--- src/pahp_pkg.sv ---
// Purpose: Shared constants and types for the converter host port
// Assumes: 250 MHz system clock
// Notes:   Conversion period timed in system clock cycles
package pahp_pkg;
  localparam int unsigned RES_W          = 10;
  localparam int unsigned CLK_PERIOD_PS  = 4000;
  localparam int unsigned CONV_TIME_NS   = 6000;
  localparam int unsigned CONV_CYCLES    =
    (CONV_TIME_NS * 1000) / CLK_PERIOD_PS;
  localparam int unsigned CNT_W          = 16;
  localparam logic [9:0]  RESULT_MAX     = 10'h3FF;
  localparam logic [9:0]  RESULT_MIN     = 10'h000;
  localparam logic [9:0]  LATCH_RST      = 10'h000;

  typedef enum logic [1:0] {
    PAHP_IDLE = 2'b00,
    PAHP_CONV = 2'b01,
    PAHP_DONE = 2'b10
  } pahp_state_t;

  // Synchronised host strobes, all active low
  typedef struct packed {
    logic cs_n;
    logic rd_n;
    logic wr_n;
  } pahp_strb_t;
endpackage

--- src/pahp_sync.sv ---
// Purpose: Two-stage synchroniser for one asynchronous level
// Assumes: Single system clock
// Notes:   Resets to the idle (high) level of the strobes
`timescale 1ns/1ns
module pahp_sync (
  input  wire logic i_clk_sys,
  input  wire logic i_rst_n,
  input  wire logic i_d,
  output logic      o_q
);
  logic meta_r;
  logic meta_nxt;
  logic q_nxt;

  always_comb begin
    meta_nxt = i_d;
    q_nxt    = meta_r;
  end

  always_ff @(posedge i_clk_sys or negedge i_rst_n) begin
    if (!i_rst_n) begin
      meta_r <= 1'b1;
      o_q    <= 1'b1;
    end else begin
      meta_r <= meta_nxt;
      o_q    <= q_nxt;
    end
  end
endmodule

--- src/pahp_top.sv ---
// Purpose: Control and parallel output port of a 10-bit SAR converter
// Assumes: Strobes asynchronous to i_clk_sys; sample code from an
//          external comparator model on i_sample_code
// Notes:   Data bus is two signals: value and enable
// Function
// (RULE1) Top data line carries MSB bit 10
// (RULE2) Done flag low only after latch loaded
// (RULE3) Host uses flag as interrupt or poll
// (RULE4) CS and RD low drive latch on bus
// (RULE5) Latch captures at done flag falling edge; here it loads one cycle before the flag falls
// (RULE6) RD falling edge returns flag high
// (RULE7) Input above top reference gives all ones
// (RULE8) Input below bottom reference gives zeros
// (RULE9) Between references result is proportional
// (RULE10) WR rising edge with CS starts conversion
// (RULE11) Hold analog input until conversion completes
// (RULE12) Sample mode outside the conversion period
// (RULE13) Strobes ignored unless chip select low
// (RULE14) Lowest data line carries LSB bit 1
// (RULE15) Bus high impedance when CS or RD high
// (RULE16) Conversion period timed by a counter
`timescale 1ns/1ns
module pahp_top #(
  parameter logic [15:0] CONV_CNT = 16'(pahp_pkg::CONV_CYCLES)
) (
  input  wire logic       i_clk_sys,
  input  wire logic       i_rst_n,
  input  wire logic       i_cs_n,
  input  wire logic       i_rd_n,
  input  wire logic       i_wr_n,
  input  wire logic [9:0] i_sample_code,
  input  wire logic       i_over_ref_hi,
  input  wire logic       i_under_ref_lo,
  output logic      [9:0] o_data,
  output logic      [9:0] o_data_oe,
  output logic            o_done_n,
  output logic            o_hold
);
  pahp_pkg::pahp_strb_t strb;
  pahp_pkg::pahp_strb_t strb_d_r;
  pahp_pkg::pahp_state_t state_r;
  pahp_pkg::pahp_state_t state_nxt;
  logic [15:0] cnt_r;
  logic [15:0] cnt_nxt;
  logic [9:0]  code_r;
  logic [9:0]  code_nxt;
  logic [9:0]  data_nxt;
  logic [9:0]  oe_nxt;
  logic        done_n_nxt;
  logic        hold_nxt;
  logic        wr_rise;
  logic        rd_fall;
  logic        rd_active;
  logic        cs_sync;
  logic        rd_sync;
  logic        wr_sync;

  pahp_sync u_sync_cs (.i_clk_sys(i_clk_sys), .i_rst_n(i_rst_n),
                       .i_d(i_cs_n), .o_q(cs_sync));
  pahp_sync u_sync_rd (.i_clk_sys(i_clk_sys), .i_rst_n(i_rst_n),
                       .i_d(i_rd_n), .o_q(rd_sync));
  pahp_sync u_sync_wr (.i_clk_sys(i_clk_sys), .i_rst_n(i_rst_n),
                       .i_d(i_wr_n), .o_q(wr_sync));

  // Each synchroniser drives its own net; the carrier is built here
  always_comb begin
    strb.cs_n = cs_sync;
    strb.rd_n = rd_sync;
    strb.wr_n = wr_sync;
  end

  always_comb begin
    wr_rise   = !strb.cs_n && strb.wr_n && !strb_d_r.wr_n; // RULE10 RULE13
    rd_fall   = !strb.cs_n && !strb.rd_n && strb_d_r.rd_n; // RULE13
    rd_active = !strb.cs_n && !strb.rd_n;                  // RULE4 RULE13
  end

  always_comb begin
    state_nxt  = state_r;
    cnt_nxt    = cnt_r;
    code_nxt   = code_r;
    done_n_nxt = o_done_n;
    hold_nxt   = 1'b0;                                     // RULE12
    // Clears first, so a completion in the same cycle still sets
    if (rd_fall)
      done_n_nxt = 1'b1;                                   // RULE6
    if (wr_rise && state_r == pahp_pkg::PAHP_IDLE)
      done_n_nxt = 1'b1;                                   // RULE10
    case (state_r)
      pahp_pkg::PAHP_IDLE: begin
        if (wr_rise) begin
          state_nxt = pahp_pkg::PAHP_CONV;
          cnt_nxt   = 16'h0001;
          hold_nxt  = 1'b1;                                // RULE11
        end
      end
      pahp_pkg::PAHP_CONV: begin
        hold_nxt = 1'b1;                                   // RULE11
        if (cnt_r >= CONV_CNT) begin                       // RULE16
          state_nxt = pahp_pkg::PAHP_DONE;
          hold_nxt  = 1'b0;
          if (i_over_ref_hi)
            code_nxt = pahp_pkg::RESULT_MAX;               // RULE7
          else if (i_under_ref_lo)
            code_nxt = pahp_pkg::RESULT_MIN;               // RULE8
          else
            code_nxt = i_sample_code;                      // RULE9
        end else begin
          cnt_nxt = cnt_r + 16'h0001;                      // RULE16
        end
      end
      pahp_pkg::PAHP_DONE: begin
        // Latch loaded last cycle; flag falls now
        done_n_nxt = 1'b0;                                 // RULE2 RULE5
        state_nxt  = pahp_pkg::PAHP_IDLE;
      end
      default: state_nxt = pahp_pkg::PAHP_IDLE;
    endcase
  end

  always_comb begin
    data_nxt = code_r;                                     // RULE1 RULE14
    oe_nxt   = rd_active ? 10'h3FF : 10'h000;              // RULE4 RULE15
  end

  always_ff @(posedge i_clk_sys or negedge i_rst_n) begin
    if (!i_rst_n) begin
      state_r  <= pahp_pkg::PAHP_IDLE;
      cnt_r    <= 16'h0000;
      code_r   <= pahp_pkg::LATCH_RST;
      strb_d_r <= 3'h7;
      o_data   <= 10'h000;
      o_data_oe <= 10'h000;
      o_done_n <= 1'b1;
      o_hold   <= 1'b0;
    end else begin
      state_r  <= state_nxt;
      cnt_r    <= cnt_nxt;
      code_r   <= code_nxt;
      strb_d_r <= strb;
      o_data   <= data_nxt;
      o_data_oe <= oe_nxt;
      o_done_n <= done_n_nxt;
      o_hold   <= hold_nxt;
    end
  end

  a_done_after_latch: assert property (@(posedge i_clk_sys) // RULE2
    disable iff (!i_rst_n) $fell(o_done_n) |-> $past(state_r) ==
      pahp_pkg::PAHP_DONE && $stable(code_r))
    else $error("done flag fell without a fresh result");
  a_latch_stable: assert property (@(posedge i_clk_sys) // RULE5
    disable iff (!i_rst_n) state_r != pahp_pkg::PAHP_CONV |=>
      $stable(code_r))
    else $error("latch changed outside completion");
  a_rd_clears_flag: assert property (@(posedge i_clk_sys) // RULE6
    disable iff (!i_rst_n) rd_fall && state_r != pahp_pkg::PAHP_DONE
      |=> o_done_n)
    else $error("read did not clear done flag");
  a_done_beats_read: assert property (@(posedge i_clk_sys) // RULE2
    disable iff (!i_rst_n) rd_fall && state_r == pahp_pkg::PAHP_DONE
      |=> !o_done_n)
    else $error("completion lost to a read edge");
  a_bus_drive: assert property (@(posedge i_clk_sys) // RULE4
    disable iff (!i_rst_n) rd_active |=> o_data_oe == 10'h3FF &&
      o_data == $past(code_r))
    else $error("bus not driven with latch");
  a_bus_float: assert property (@(posedge i_clk_sys) // RULE15
    disable iff (!i_rst_n) !rd_active |=> o_data_oe == 10'h000)
    else $error("bus driven while deselected");
  a_start_conv: assert property (@(posedge i_clk_sys) // RULE10
    disable iff (!i_rst_n) wr_rise && state_r == pahp_pkg::PAHP_IDLE
      |=> o_hold && state_r == pahp_pkg::PAHP_CONV)
    else $error("write edge did not start conversion");
  a_ignore_no_cs: assert property (@(posedge i_clk_sys) // RULE13
    disable iff (!i_rst_n) strb.cs_n && state_r ==
      pahp_pkg::PAHP_IDLE |=> state_r == pahp_pkg::PAHP_IDLE)
    else $error("strobe acted without chip select");
  a_sample_idle: assert property (@(posedge i_clk_sys) // RULE12
    disable iff (!i_rst_n) state_r == pahp_pkg::PAHP_IDLE &&
      !wr_rise |=> !o_hold)
    else $error("holding outside conversion");
  a_hold_span: assert property (@(posedge i_clk_sys) // RULE11
    disable iff (!i_rst_n) $rose(o_hold) |-> o_hold [*8])
    else $error("hold released early");
  a_full_scale: assert property (@(posedge i_clk_sys) // RULE7
    disable iff (!i_rst_n) state_r == pahp_pkg::PAHP_CONV &&
      state_nxt == pahp_pkg::PAHP_DONE && i_over_ref_hi
      |=> code_r == pahp_pkg::RESULT_MAX)
    else $error("over-range not all ones");
  a_zero_scale: assert property (@(posedge i_clk_sys) // RULE8
    disable iff (!i_rst_n) state_r == pahp_pkg::PAHP_CONV &&
      state_nxt == pahp_pkg::PAHP_DONE && !i_over_ref_hi &&
      i_under_ref_lo |=> code_r == pahp_pkg::RESULT_MIN)
    else $error("under-range not all zeros");
  c_conv_done: cover property (@(posedge i_clk_sys) $fell(o_done_n));
  c_read: cover property (@(posedge i_clk_sys) rd_fall && !o_done_n);
  c_restart: cover property (@(posedge i_clk_sys)
    wr_rise && !o_done_n);
  a_restart_clears: assert property (@(posedge i_clk_sys) // RULE10
    disable iff (!i_rst_n) wr_rise && state_r == pahp_pkg::PAHP_IDLE
      |=> o_done_n)
    else $error("new conversion left done flag low");
  a_flag_holds: assert property (@(posedge i_clk_sys) // RULE2
    disable iff (!i_rst_n) !o_done_n && !rd_fall &&
      !(wr_rise && state_r == pahp_pkg::PAHP_IDLE)
      |=> !o_done_n)
    else $error("done flag rose without read or start");
  a_mid_scale: assert property (@(posedge i_clk_sys) // RULE9
    disable iff (!i_rst_n) state_r == pahp_pkg::PAHP_CONV &&
      state_nxt == pahp_pkg::PAHP_DONE && !i_over_ref_hi &&
      !i_under_ref_lo |=> code_r == $past(i_sample_code))
    else $error("in-range code not latched");
  a_count_bound: assert property (@(posedge i_clk_sys) // RULE16
    disable iff (!i_rst_n) state_r == pahp_pkg::PAHP_CONV |->
      cnt_r >= 16'h0001 && cnt_r <= CONV_CNT)
    else $error("conversion counter out of range");
  c_over_range: cover property (@(posedge i_clk_sys)
    state_r == pahp_pkg::PAHP_CONV &&
      state_nxt == pahp_pkg::PAHP_DONE && i_over_ref_hi);
  c_under_range: cover property (@(posedge i_clk_sys)
    state_r == pahp_pkg::PAHP_CONV &&
      state_nxt == pahp_pkg::PAHP_DONE && i_under_ref_lo);
endmodule

--- config.mk ---
export PLATFORM = sky130hd
export DESIGN_NAME = pahp_top
export DESIGN_NICKNAME = d
export VERILOG_FILES = /design/src/pahp_pkg.sv /design/src/pahp_sync.sv /design/src/pahp_top.sv
export SDC_FILE = /design/constraint.sdc
export NUM_CORES = 1
export LEC_CHECK = 0
export ABC_AREA = 1
export BUFFER_PORTS_ARGS = -buffer_cell sky130_fd_sc_hd__buf_2
export CORE_UTILIZATION = 30
export CTS_CLUSTER_SIZE = 25
export DETAILED_ROUTE_END_ITERATION = 10
export PLACE_DENSITY_LB_ADDON = 0.25
export SYNTH_ARGS = -nofsm -noshare
export SYNTH_HDL_FRONTEND = slang
export SYNTH_HIERARCHICAL = 1
export SYNTH_SLANG_ARGS = --single-unit
--- constraint.sdc ---
create_clock -name i_clk_sys -period 1.6 [get_ports i_clk_sys]
set_input_delay 0.24 -clock i_clk_sys [delete_from_list [all_inputs] [get_ports i_clk_sys]]
set_output_delay 0.24 -clock i_clk_sys [all_outputs]
set_load 0.01 [all_outputs]
Word level (Yosys, flattened, before mapping)
Cells that the tools add are included.
{"block": "classes", "eq_ne": 5, "mul": 0, "n_lt_le_gt_ge": 1, "n_reduce_logical": 14, "mux": 15, "div": 0, "n_bitwise": 0, "shifts": 0, "addsub": 1}
{"operator": "16-bit 2-to-1 mux", "n": 2}
{"operator": "16-bit case mux with 2 select lines", "n": 1}
{"operator": "10-bit 2-to-1 mux", "n": 3}
{"operator": "16-bit by 1-bit adder with 16-bit output, second input constant", "n": 1}
{"operator": "16-bit by 11-bit >= comparator with 1-bit output, second input constant", "n": 1}
{"operator": "2-bit inequality test, second input constant", "n": 3}
{"operator": "1-bit logical AND", "n": 5}
{"operator": "1-bit 2-to-1 mux", "n": 5}
{"operator": "2-bit 2-to-1 mux", "n": 2}
{"operator": "2-bit case mux with 2 select lines", "n": 1}
{"operator": "2-bit AND reduction", "n": 2}
{"operator": "1-bit zero test", "n": 3}
{"operator": "3-bit AND reduction", "n": 1}
{"operator": "3-bit nonzero test", "n": 1}
{"operator": "2-bit by 1-bit equality test with 1-bit output, second input constant", "n": 1}
{"operator": "2-bit equality test, second input constant", "n": 1}
{"operator": "2-bit zero test", "n": 1}
{"operator": "1-bit case mux with 2 select lines", "n": 1}
{"operator": "2-bit nonzero test", "n": 1}
{"block": "word_totals", "memories": 0, "rom_bits": 0, "output_inout_bits": 22, "mem_bits_rw": 0, "in_bits": 17, "latch_bits": 0, "regBits": 58, "elab_cells": 51}

Depth between registers and ports, before layout
Gate-level depths: netlist of the first run.
{"block": "logic_depth", "depth_word": 6, "ltp_mapped": 9, "depth_no_buf": 8}

Modules after synthesis
The synthesis of the first run kept the hierarchy.
{"module": "pahp_top", "n_inst": 1, "area_each_um2": 1918.1, "cells_each": 205, "seq_area_each_um2": 1079.8}
{"module": "pahp_sync", "n_inst": 3, "area_each_um2": 52.6, "cells_each": 2, "seq_area_each_um2": 52.6}

Worst setup path after synthesis of the first run
OpenSTA, ideal clock, no wires.
{"block": "synth_path", "kind": "reg-to-reg", "start": "register u_sync_wr.o_q", "end": "register cnt_r[7]", "t_required_ns": 1.483, "arrival_time_ns": 1.170, "setup_ns": 0.117, "stages_incl_launch_ff": 6, "n_path_buf": 1, "period_less_slack_ns": 1.287, "path_slack_ns": 0.313, "cell_sequence": "dfstp_2 -> nor3b_1 -> nand3_1 -> clkbuf_1 -> nand3_1 -> nand2_1"}
{"block": "synth_via", "elab_chain_cells": 4}
{"item": "from (decl)", "line": "pahp_sync.sv:9", "source": "output logic o_q"}
{"item": "from (signal assigned)", "line": "pahp_sync.sv:26", "source": "o_q <= q_nxt;"}
{"item": "1-bit logical AND (2 in series)", "line": "pahp_top.sv:73", "source": "wr_rise = !strb.cs_n && strb.wr_n && !strb_d_r.wr_n;"}
{"item": "2-bit inequality test (no line)"}
{"item": "3-bit AND reduction (no line)"}
{"item": "to (signal assigned)", "line": "pahp_top.sv:138", "source": "cnt_r <= cnt_nxt;"}
{"item": "to (decl)", "line": "pahp_top.sv:43", "source": "logic [15:0] cnt_r;"}
No other way between the ends.
A chain may end at the register's enable or synchronous reset.

Worst setup path in the final report of the first run
{"block": "layout_path", "start": "register cnt_r[9]", "end": "register cnt_r[10]"}
{"block": "layout_via", "elab_chain_cells": 3, "elab_cells_between_ends": 6, "classes_between": "add/sub: 1; order compare: 1; eq/ne: 1; mux: 2; reduce/logical: 1"}
{"item": "16-bit by 1-bit adder with 16-bit output / 16-bit by 11-bit >= comparator with 1-bit output (equally long branches)", "line": "pahp_top.sv:109, pahp_top.sv:99"}
{"item": "16-bit 2-to-1 mux / 2-bit inequality test (equally long branches)"}
{"item": "16-bit case mux with 2 select lines / 3-bit AND reduction (equally long branches)"}
Parallel ways exist; a longest one is shown, timed or not. The select of a mux whose other input is x is not followed.

==> results.toml, run 1 <==
[grt]
grt_use_total_pct = 11.44
globalRouteOverflowTotal = 0
first_global_vias = 1387
antenna_found_initial = 0
grtUsageMet1_pct = 15.79
grt.met3_usage_pct = 3.405
grt.met2_usage_pct = 17.30
grt_start_max_net_pins = 38
grt_pass1_wl_um = 6444
grt.busiest_layer = "met2"

[pwr]
combinationalPowerShare_pct = 19.2
powerDensity_mw_per_mm2 = 1120
p_switching_mw = 0.8370
cellInternalPower_mw = 1.926
fin_total_pwr_mw = 2.763
static-leakage-power_nw = 1.203
switching_share_pct = 30.30
max-vdd-ir-drop_v = 0.0004216
power.sequential.fraction_pct = 52.4
share_clk_of_total_power_pct = 28.4

[floorplan]
die_x_um = 85.18
die_height_um = 85.18
design.portCount = 39
floorplan.rows = 29
die_area_sq_mm = 0.007256
initial_core_util_pct = 31.78
placeableCoreArea_sq_mm = 0.006531

[layout]
finalNetCount = 272
fillerInstances = 675
multi_input_area_sq_um = 654.4
layout-area-overhead-vs-synth_pct = 18.87
seqCellArea_sq_mm = 0.001237
layout-drive-gt1-share_pct = 32.68
num_antenna_cells = 0
design_area_sq_mm = 0.002467

[clock_network]
tritoncts = "done"
ctsRootBufferMaster = "sky130_fd_sc_hd__clkbuf_8"
cts-root-to-sink-buffers = 2
htree_levels = 2
clk_pin_slew_worst_paths_ns = 0.09
post_cts_buffers = 0
postCtsResizedCells = 0
holdBufCountCts = 1
insertion_delay_to_the_later_sink_of_the_worst_skew_pair_ns = 0.30
cts_made_buffers = 5
clock-sinks = 49

[flow_run]
maxCapViolations = 0

[yosys]
synth_register_bits = 49
synth.yosys.warnings = 6
syn_inst_count = 211
ys_seq_area_share_pct = 59.61
synth.area.top_cells = "sky130_fd_sc_hd__dfrtp_1, sky130_fd_sc_hd__dfstp_2, sky130_fd_sc_hd__nand2_1, sky130_fd_sc_hd__nand3_1, sky130_fd_sc_hd__o21ai_2"
synth_enable_flop_cells = 0
post-synth-top-count-cell = "sky130_fd_sc_hd__nand2_1"
commonest_cells_post_synth = "sky130_fd_sc_hd__nand2_1, sky130_fd_sc_hd__dfrtp_1, sky130_fd_sc_hd__nand3_1, sky130_fd_sc_hd__inv_1, sky130_fd_sc_hd__nor2_1"
synth.largest_area_cell = "sky130_fd_sc_hd__dfrtp_1"
synthesis.area_sq_mm = 0.002076
mappedNetlistNets = 230
yosys.cell_types.count = 23
syn-mean-instance-area_sq_um = 9.838
async_flop_share_pct = 100.0
synth-main-ff-cell = "sky130_fd_sc_hd__dfrtp_1"
yosysTopAreaCellShare_pct = 48.22

[setup_path]
critPathKind = "flip-flop to flip-flop"
reg2regPathDepth = 9
timing.critical_path.from_type = "flip-flop"
crit_arrival_ns = 1.62
critical_path.endpoint_type = "flip-flop"
crit_path_max_fanout = 7
worstPathRequired_ns = 1.80

[timing]
achievable-frequency_mhz = 701.1
final.min_clock_period_ns = 1.426
setup_viol_count_final = 0
setup-tns-final_ns = 0
slew_viol_final = 0
slew-limit-headroom_pct = 76.77
timing_hold_violations_final = 0
period_share_pct = 89.15
tightest_slew_ns = 0.3485
finalClockSkew_ns = 0.003919
rsz0062_at_grt = "false"

[routing]
detailroute.via_count = 1432
detailedRoute.firstPassIterationCount = 4
total_routed_wirelength_um = 3862
drc_errors_left = 0
postRouteAntennaNets = 0
vias_per_inst = 4.326
wl_per_instance_um = 11.67
drtIter0Drc = 49

[run_status]
run_status = "completed"

[placed_design]
finalWeightedCongestion = 0.7666
place.port_buffers = 38
place_area_sq_mm = 0.002357
place.detailed.hpwl_um = 2707

[hold_path]
hold_path_class = "primary input to flip-flop"
min_delay_path_depth = 1
-- area by class of cell --
cell class	instances	share of cell area [%]
Clock inverter	2	0.7099
Tap cell	77	3.905
Sequential cell	49	50.15
Clock buffer	6	3.347
Inverter	19	2.890
Multi-Input combinational cell	128	26.52
Timing Repair Buffer	50	12.47
-- worst paths after layout --
kind / startpoint / to / slack, ns
max in group asynchronous: i_rst_n / u_sync_cs/meta_r / 0.66
hold reg to reg: u_sync_cs/meta_r / u_sync_cs/o_q / 0.36
min in group asynchronous: i_rst_n / cnt_r[7] / 0.37
setup reg to reg: cnt_r[9] / cnt_r[10] / 0.17
hold / removal: i_rd_n / u_sync_rd/meta_r / 0.03
setup / recovery: cnt_r[9] / cnt_r[10] / 0.17
-- metrics by stage --
step                setup WS [ns]  hold WS [ns]  cells  utilization [%]
finish                     0.1736       0.03282    331            37.78
global route              0.05524      0.008055    331            37.78
CTS                        0.1748       0.01920    331            37.78
detailed placement         0.2009        0.1678    322            36.09
global placement           0.2159        0.1686    322            36.09
floorplan                  0.3129      -0.05559    211                -
-- registers in the layout, indices dropped and copies added (netlist names), 2 cells and up --
name and count:
state_r 2, cnt_r 16, code_r 10, strb_d_r 2
o_data 10
-- placed cells by master, fill, tap and decap left out, types with 2 or more instances in the layout --
| master | count |
|---|---|
| sky130_fd_sc_hd__nand2_1 | 55 |
| sky130_fd_sc_hd__dfrtp_1 | 40 |
| sky130_fd_sc_hd__buf_2 | 38 |
| sky130_fd_sc_hd__nand3_1 | 19 |
| sky130_fd_sc_hd__inv_1 | 18 |
| sky130_fd_sc_hd__nor2_1 | 14 |
| sky130_fd_sc_hd__a21oi_1 | 11 |
| sky130_fd_sc_hd__o21ai_2 | 10 |
| sky130_fd_sc_hd__dfstp_2 | 9 |
| sky130_fd_sc_hd__buf_4 | 9 |
| sky130_fd_sc_hd__clkbuf_8 | 6 |
| sky130_fd_sc_hd__nand3_2 | 3 |
| sky130_fd_sc_hd__nand2_2 | 3 |
| sky130_fd_sc_hd__xor2_1 | 3 |
| sky130_fd_sc_hd__nor3b_1 | 2 |
| sky130_fd_sc_hd__xnor2_1 | 2 |
| sky130_fd_sc_hd__ha_1 | 2 |
| sky130_fd_sc_hd__buf_12 | 2 |
-- power groups by stage --
| stage | sequential [mW] | clock (mW) | combinational (mW) |
|---|---|---|---|
| final | 1.45 | 0.786 | 0.530 |
| after global routing | 1.46 | 0.873 | 0.599 |
| after CTS | 1.45 | 0.822 | 0.534 |
| after detailed placement | 1.47 | 0 | 0.531 |
| after global placement | 1.47 | 0 | 0.524 |
| after floorplan | 1.46 | 0 | 0.328 |
-- cell families after synthesis --
| family | count (synthesis) | share of synthesized area [%] |
|---|---|---|
| simple gates | 99 | 20.98 |
| flops | 49 | 59.61 |
| compound gates | 22 | 7.233 |
| xor+xnor | 5 | 2.110 |
| fa+ha+maj | 2 | 1.205 |
| buf+inv | 34 | 8.860 |
-- critical path: stages, from the launching register on --
cell and delay [ns]:
sky130_fd_sc_hd__dfrtp_1 0.45, sky130_fd_sc_hd__inv_1 0.10, sky130_fd_sc_hd__nand2_1 0.06, sky130_fd_sc_hd__nor2_1 0.12, sky130_fd_sc_hd__nand3_2 0.11, sky130_fd_sc_hd__nand3_2 0.15
sky130_fd_sc_hd__inv_1 0.08, sky130_fd_sc_hd__buf_4 0.16, sky130_fd_sc_hd__nand2_1 0.06, sky130_fd_sc_hd__nand2_1 0.05
-- routing by layer --
metal	wire length (um)	vias up
met2	1692	44
met4	40	0
li1	-	736
met3	232	4
met1	1897	648
met5	0	-
No activity file was read; power rests on OpenSTA's default activity.
==> run 2: changes to the inputs <==
--- a/config.mk
+++ b/config.mk
@@ -11,6 +11,7 @@
 export CTS_CLUSTER_SIZE = 25
 export DETAILED_ROUTE_END_ITERATION = 10
 export PLACE_DENSITY_LB_ADDON = 0.25
+export RECOVER_POWER = 100
 export SYNTH_ARGS = -nofsm -noshare
 export SYNTH_HDL_FRONTEND = slang
 export SYNTH_HIERARCHICAL = 1
==> run 2 against run 1 <==
  * Maximum frequency down 0.41%
  * First-iteration DRC count down 20%
  * Routed wire length up 0.47%
  * Clock skew about the same
  * Clock power about the same
  * Power down 0.47%
  * Setup slack worse by 0.0059 ns
  * Final cell count unchanged
  * Core utilization down 1.2 points
  * Critical path depth down 4
  * Die area unchanged
  * Largest cell class unchanged
  * Largest power group unchanged
  * Highest routed layer unchanged
==> results.toml, run 2 (synthesis results as in run 1) <==
[run_status]
run_status = "completed"

[clock_network]
insertion_delay_to_the_later_sink_of_the_worst_skew_pair_ns = 0.30
clk_pin_slew_worst_paths_ns = 0.09
cts-root-to-sink-buffers = 2
htree_levels = 2
ctsRootBufferMaster = "sky130_fd_sc_hd__clkbuf_8"
postCtsResizedCells = 0
clock-sinks = 49
tritoncts = "done"
cts_made_buffers = 5

[floorplan]
design.portCount = 39
die_x_um = 85.18
die_height_um = 85.18
die_area_sq_mm = 0.007256
initial_core_util_pct = 31.78
floorplan.rows = 29
placeableCoreArea_sq_mm = 0.006531

[routing]
detailedRoute.firstPassIterationCount = 4
detailroute.via_count = 1427
wl_per_instance_um = 11.72
total_routed_wirelength_um = 3880
drc_errors_left = 0
drtIter0Drc = 39
vias_per_inst = 4.311
postRouteAntennaNets = 0

[setup_path]
reg2regPathDepth = 5
crit_path_max_fanout = 10
critical_path.endpoint_type = "flip-flop"
timing.critical_path.from_type = "flip-flop"
critPathKind = "flip-flop to flip-flop"
timing.rr.start = "u_sync_wr/o_q"
crit_arrival_ns = 1.62
critical-path-max-stage-delay_ns = 0.54
critical_r2r_capture = "cnt_r[1]"
worstPathCellList = "nor3b_1 > nand3_1 > buf_2 > nand3_1 > nand2_1"
crit_start = "u_sync_wr/o_q"
worst-path-buf-inv = 1
worst-path-stages = 5
cpMaxStageDelayCell = "sky130_fd_sc_hd__dfstp_2"
reg2reg_setup_slack_ns = 0.17
crit_path_end = "cnt_r[1]"
worstPathRequired_ns = 1.79
crit_family = "simple AND/OR/NAND/NOR gates"
timing.critical_path.mode_cell = "sky130_fd_sc_hd__nand3_1"

[layout]
largestRegisters = "cnt_r: 16 flops, code_r: 10 flops, o_data: 10 flops"
num_antenna_cells = 0
layout_commonest_cell = "sky130_fd_sc_hd__nand2_1"
layout-area-overhead-vs-synth_pct = 15.19
layout-drive-gt1-share_pct = 19.69
mostFrequentLayoutCells = "sky130_fd_sc_hd__nand2_1, sky130_fd_sc_hd__dfrtp_1, sky130_fd_sc_hd__clkbuf_1, sky130_fd_sc_hd__nand3_1, sky130_fd_sc_hd__inv_1"
finalNetCount = 272
register_ranked_first_by_flip_flop_count = "cnt_r"
finish.cell_count_without_fillers = 331
design_area_sq_mm = 0.002391
largest_register_ff_count = 16

[timing]
slew-limit-headroom_pct = 47.87
tightest_slew_ns = 0.7819
slew_viol_final = 0
rsz0062_at_grt = "false"
finalClockSkew_ns = 0.004206
setup-tns-final_ns = 0
achievable-frequency_mhz = 698.2
timing_hold_violations_final = 0
setup_viol_count_final = 0
fin_ws_ns = 0.1677
period_share_pct = 89.52
final.min_clock_period_ns = 1.432

[grt]
grt_use_total_pct = 11.44
globalRouteOverflowTotal = 0
antenna_found_initial = 0
grt.busiest_layer = "met2"
grt.met2_usage_pct = 17.30
grt_start_max_net_pins = 38
grt_pass1_wl_um = 6444
grt.met3_usage_pct = 3.405
first_global_vias = 1387
grtUsageMet1_pct = 15.79

[pwr]
fin_total_pwr_mw = 2.750
p_switching_mw = 0.8321
power.sequential.fraction_pct = 52.6
share_clk_of_total_power_pct = 28.6
switching_share_pct = 30.26
combinationalPowerShare_pct = 18.8
cellInternalPower_mw = 1.918
powerDensity_mw_per_mm2 = 1150
max-vdd-ir-drop_v = 0.0004251
static-leakage-power_nw = 1.141

[placed_design]
place.port_buffers = 38
place_area_sq_mm = 0.002357
dp_slack_ns = 0.2009
finalWeightedCongestion = 0.7666
place.detailed.hpwl_um = 2707
numPlacedInstances = 322

[flow_run]
maxCapViolations = 0

[hold_path]
min_delay_path_depth = 1
hold_path_class = "primary input to flip-flop"
-- run 2: worst register-to-register path, stage by stage, from the launching register on --
cell and delay [ns]:
sky130_fd_sc_hd__dfstp_2 0.54, sky130_fd_sc_hd__nor3b_1 0.21, sky130_fd_sc_hd__nand3_1 0.18, sky130_fd_sc_hd__buf_2 0.24, sky130_fd_sc_hd__nand3_1 0.11, sky130_fd_sc_hd__nand2_1 0.06
-- run 2: worst min path at each step --
stage | from | slack, ns | end
floorplan | i_rst_n | -0.06 | cnt_r[0]
global placement | i_rst_n | 0.17 | cnt_r[7]
detailed placement | i_rst_n | 0.17 | cnt_r[2]
CTS | i_rd_n | 0.02 | u_sync_rd/meta_r
global route | i_cs_n | 0.008 | u_sync_cs/meta_r
finish | i_rd_n | 0.03 | u_sync_rd/meta_r
-- run 2: per-stage QoR --
step / utilization (%) / hold WS, ns
after floorplan: - / -0.05559
after global placement: 36.09 / 0.1686
after detailed placement: 36.09 / 0.1678
after CTS: 37.78 / 0.01920
after global routing: 36.61 / 0.008055
final: 36.61 / 0.03279
-- run 2: metal layers --
metal	vias to the layer above	part of all wire, %
li1	736	-
met1	647	50
met2	40	43
met3	4	5.4
met4	0	1.0
met5	-	0
-- run 2: final cells by class --
| class | count | area [sq um] |
|---|---|---|
| tap | 77 | 96.34 |
| clock buffer | 6 | 82.58 |
| multi-input combinational | 128 | 618.1 |
| clock inverter | 2 | 17.52 |
| inverter | 19 | 71.32 |
| sequential | 49 | 1237 |
| fill | 698 | 4140 |
| timing repair buffer | 50 | 267.8 |
-- run 2: what timing repair did --
action                                 4_1_cts  5_1_grt
endpoints found under the hold margin       12        0
buffers inserted                             0        0
hold buffers                                 1        0
-- run 2: power by group through the flow --
stage / clock network, mW / logic [mW] / registers [mW]
2_1_floorplan: 0 / 0.328 / 1.46
3_3_place_gp: 0 / 0.524 / 1.47
3_5_place_dp: 0 / 0.531 / 1.47
4_1_cts: 0.822 / 0.534 / 1.45
5_1_grt: 0.873 / 0.586 / 1.46
6_report: 0.786 / 0.516 / 1.45
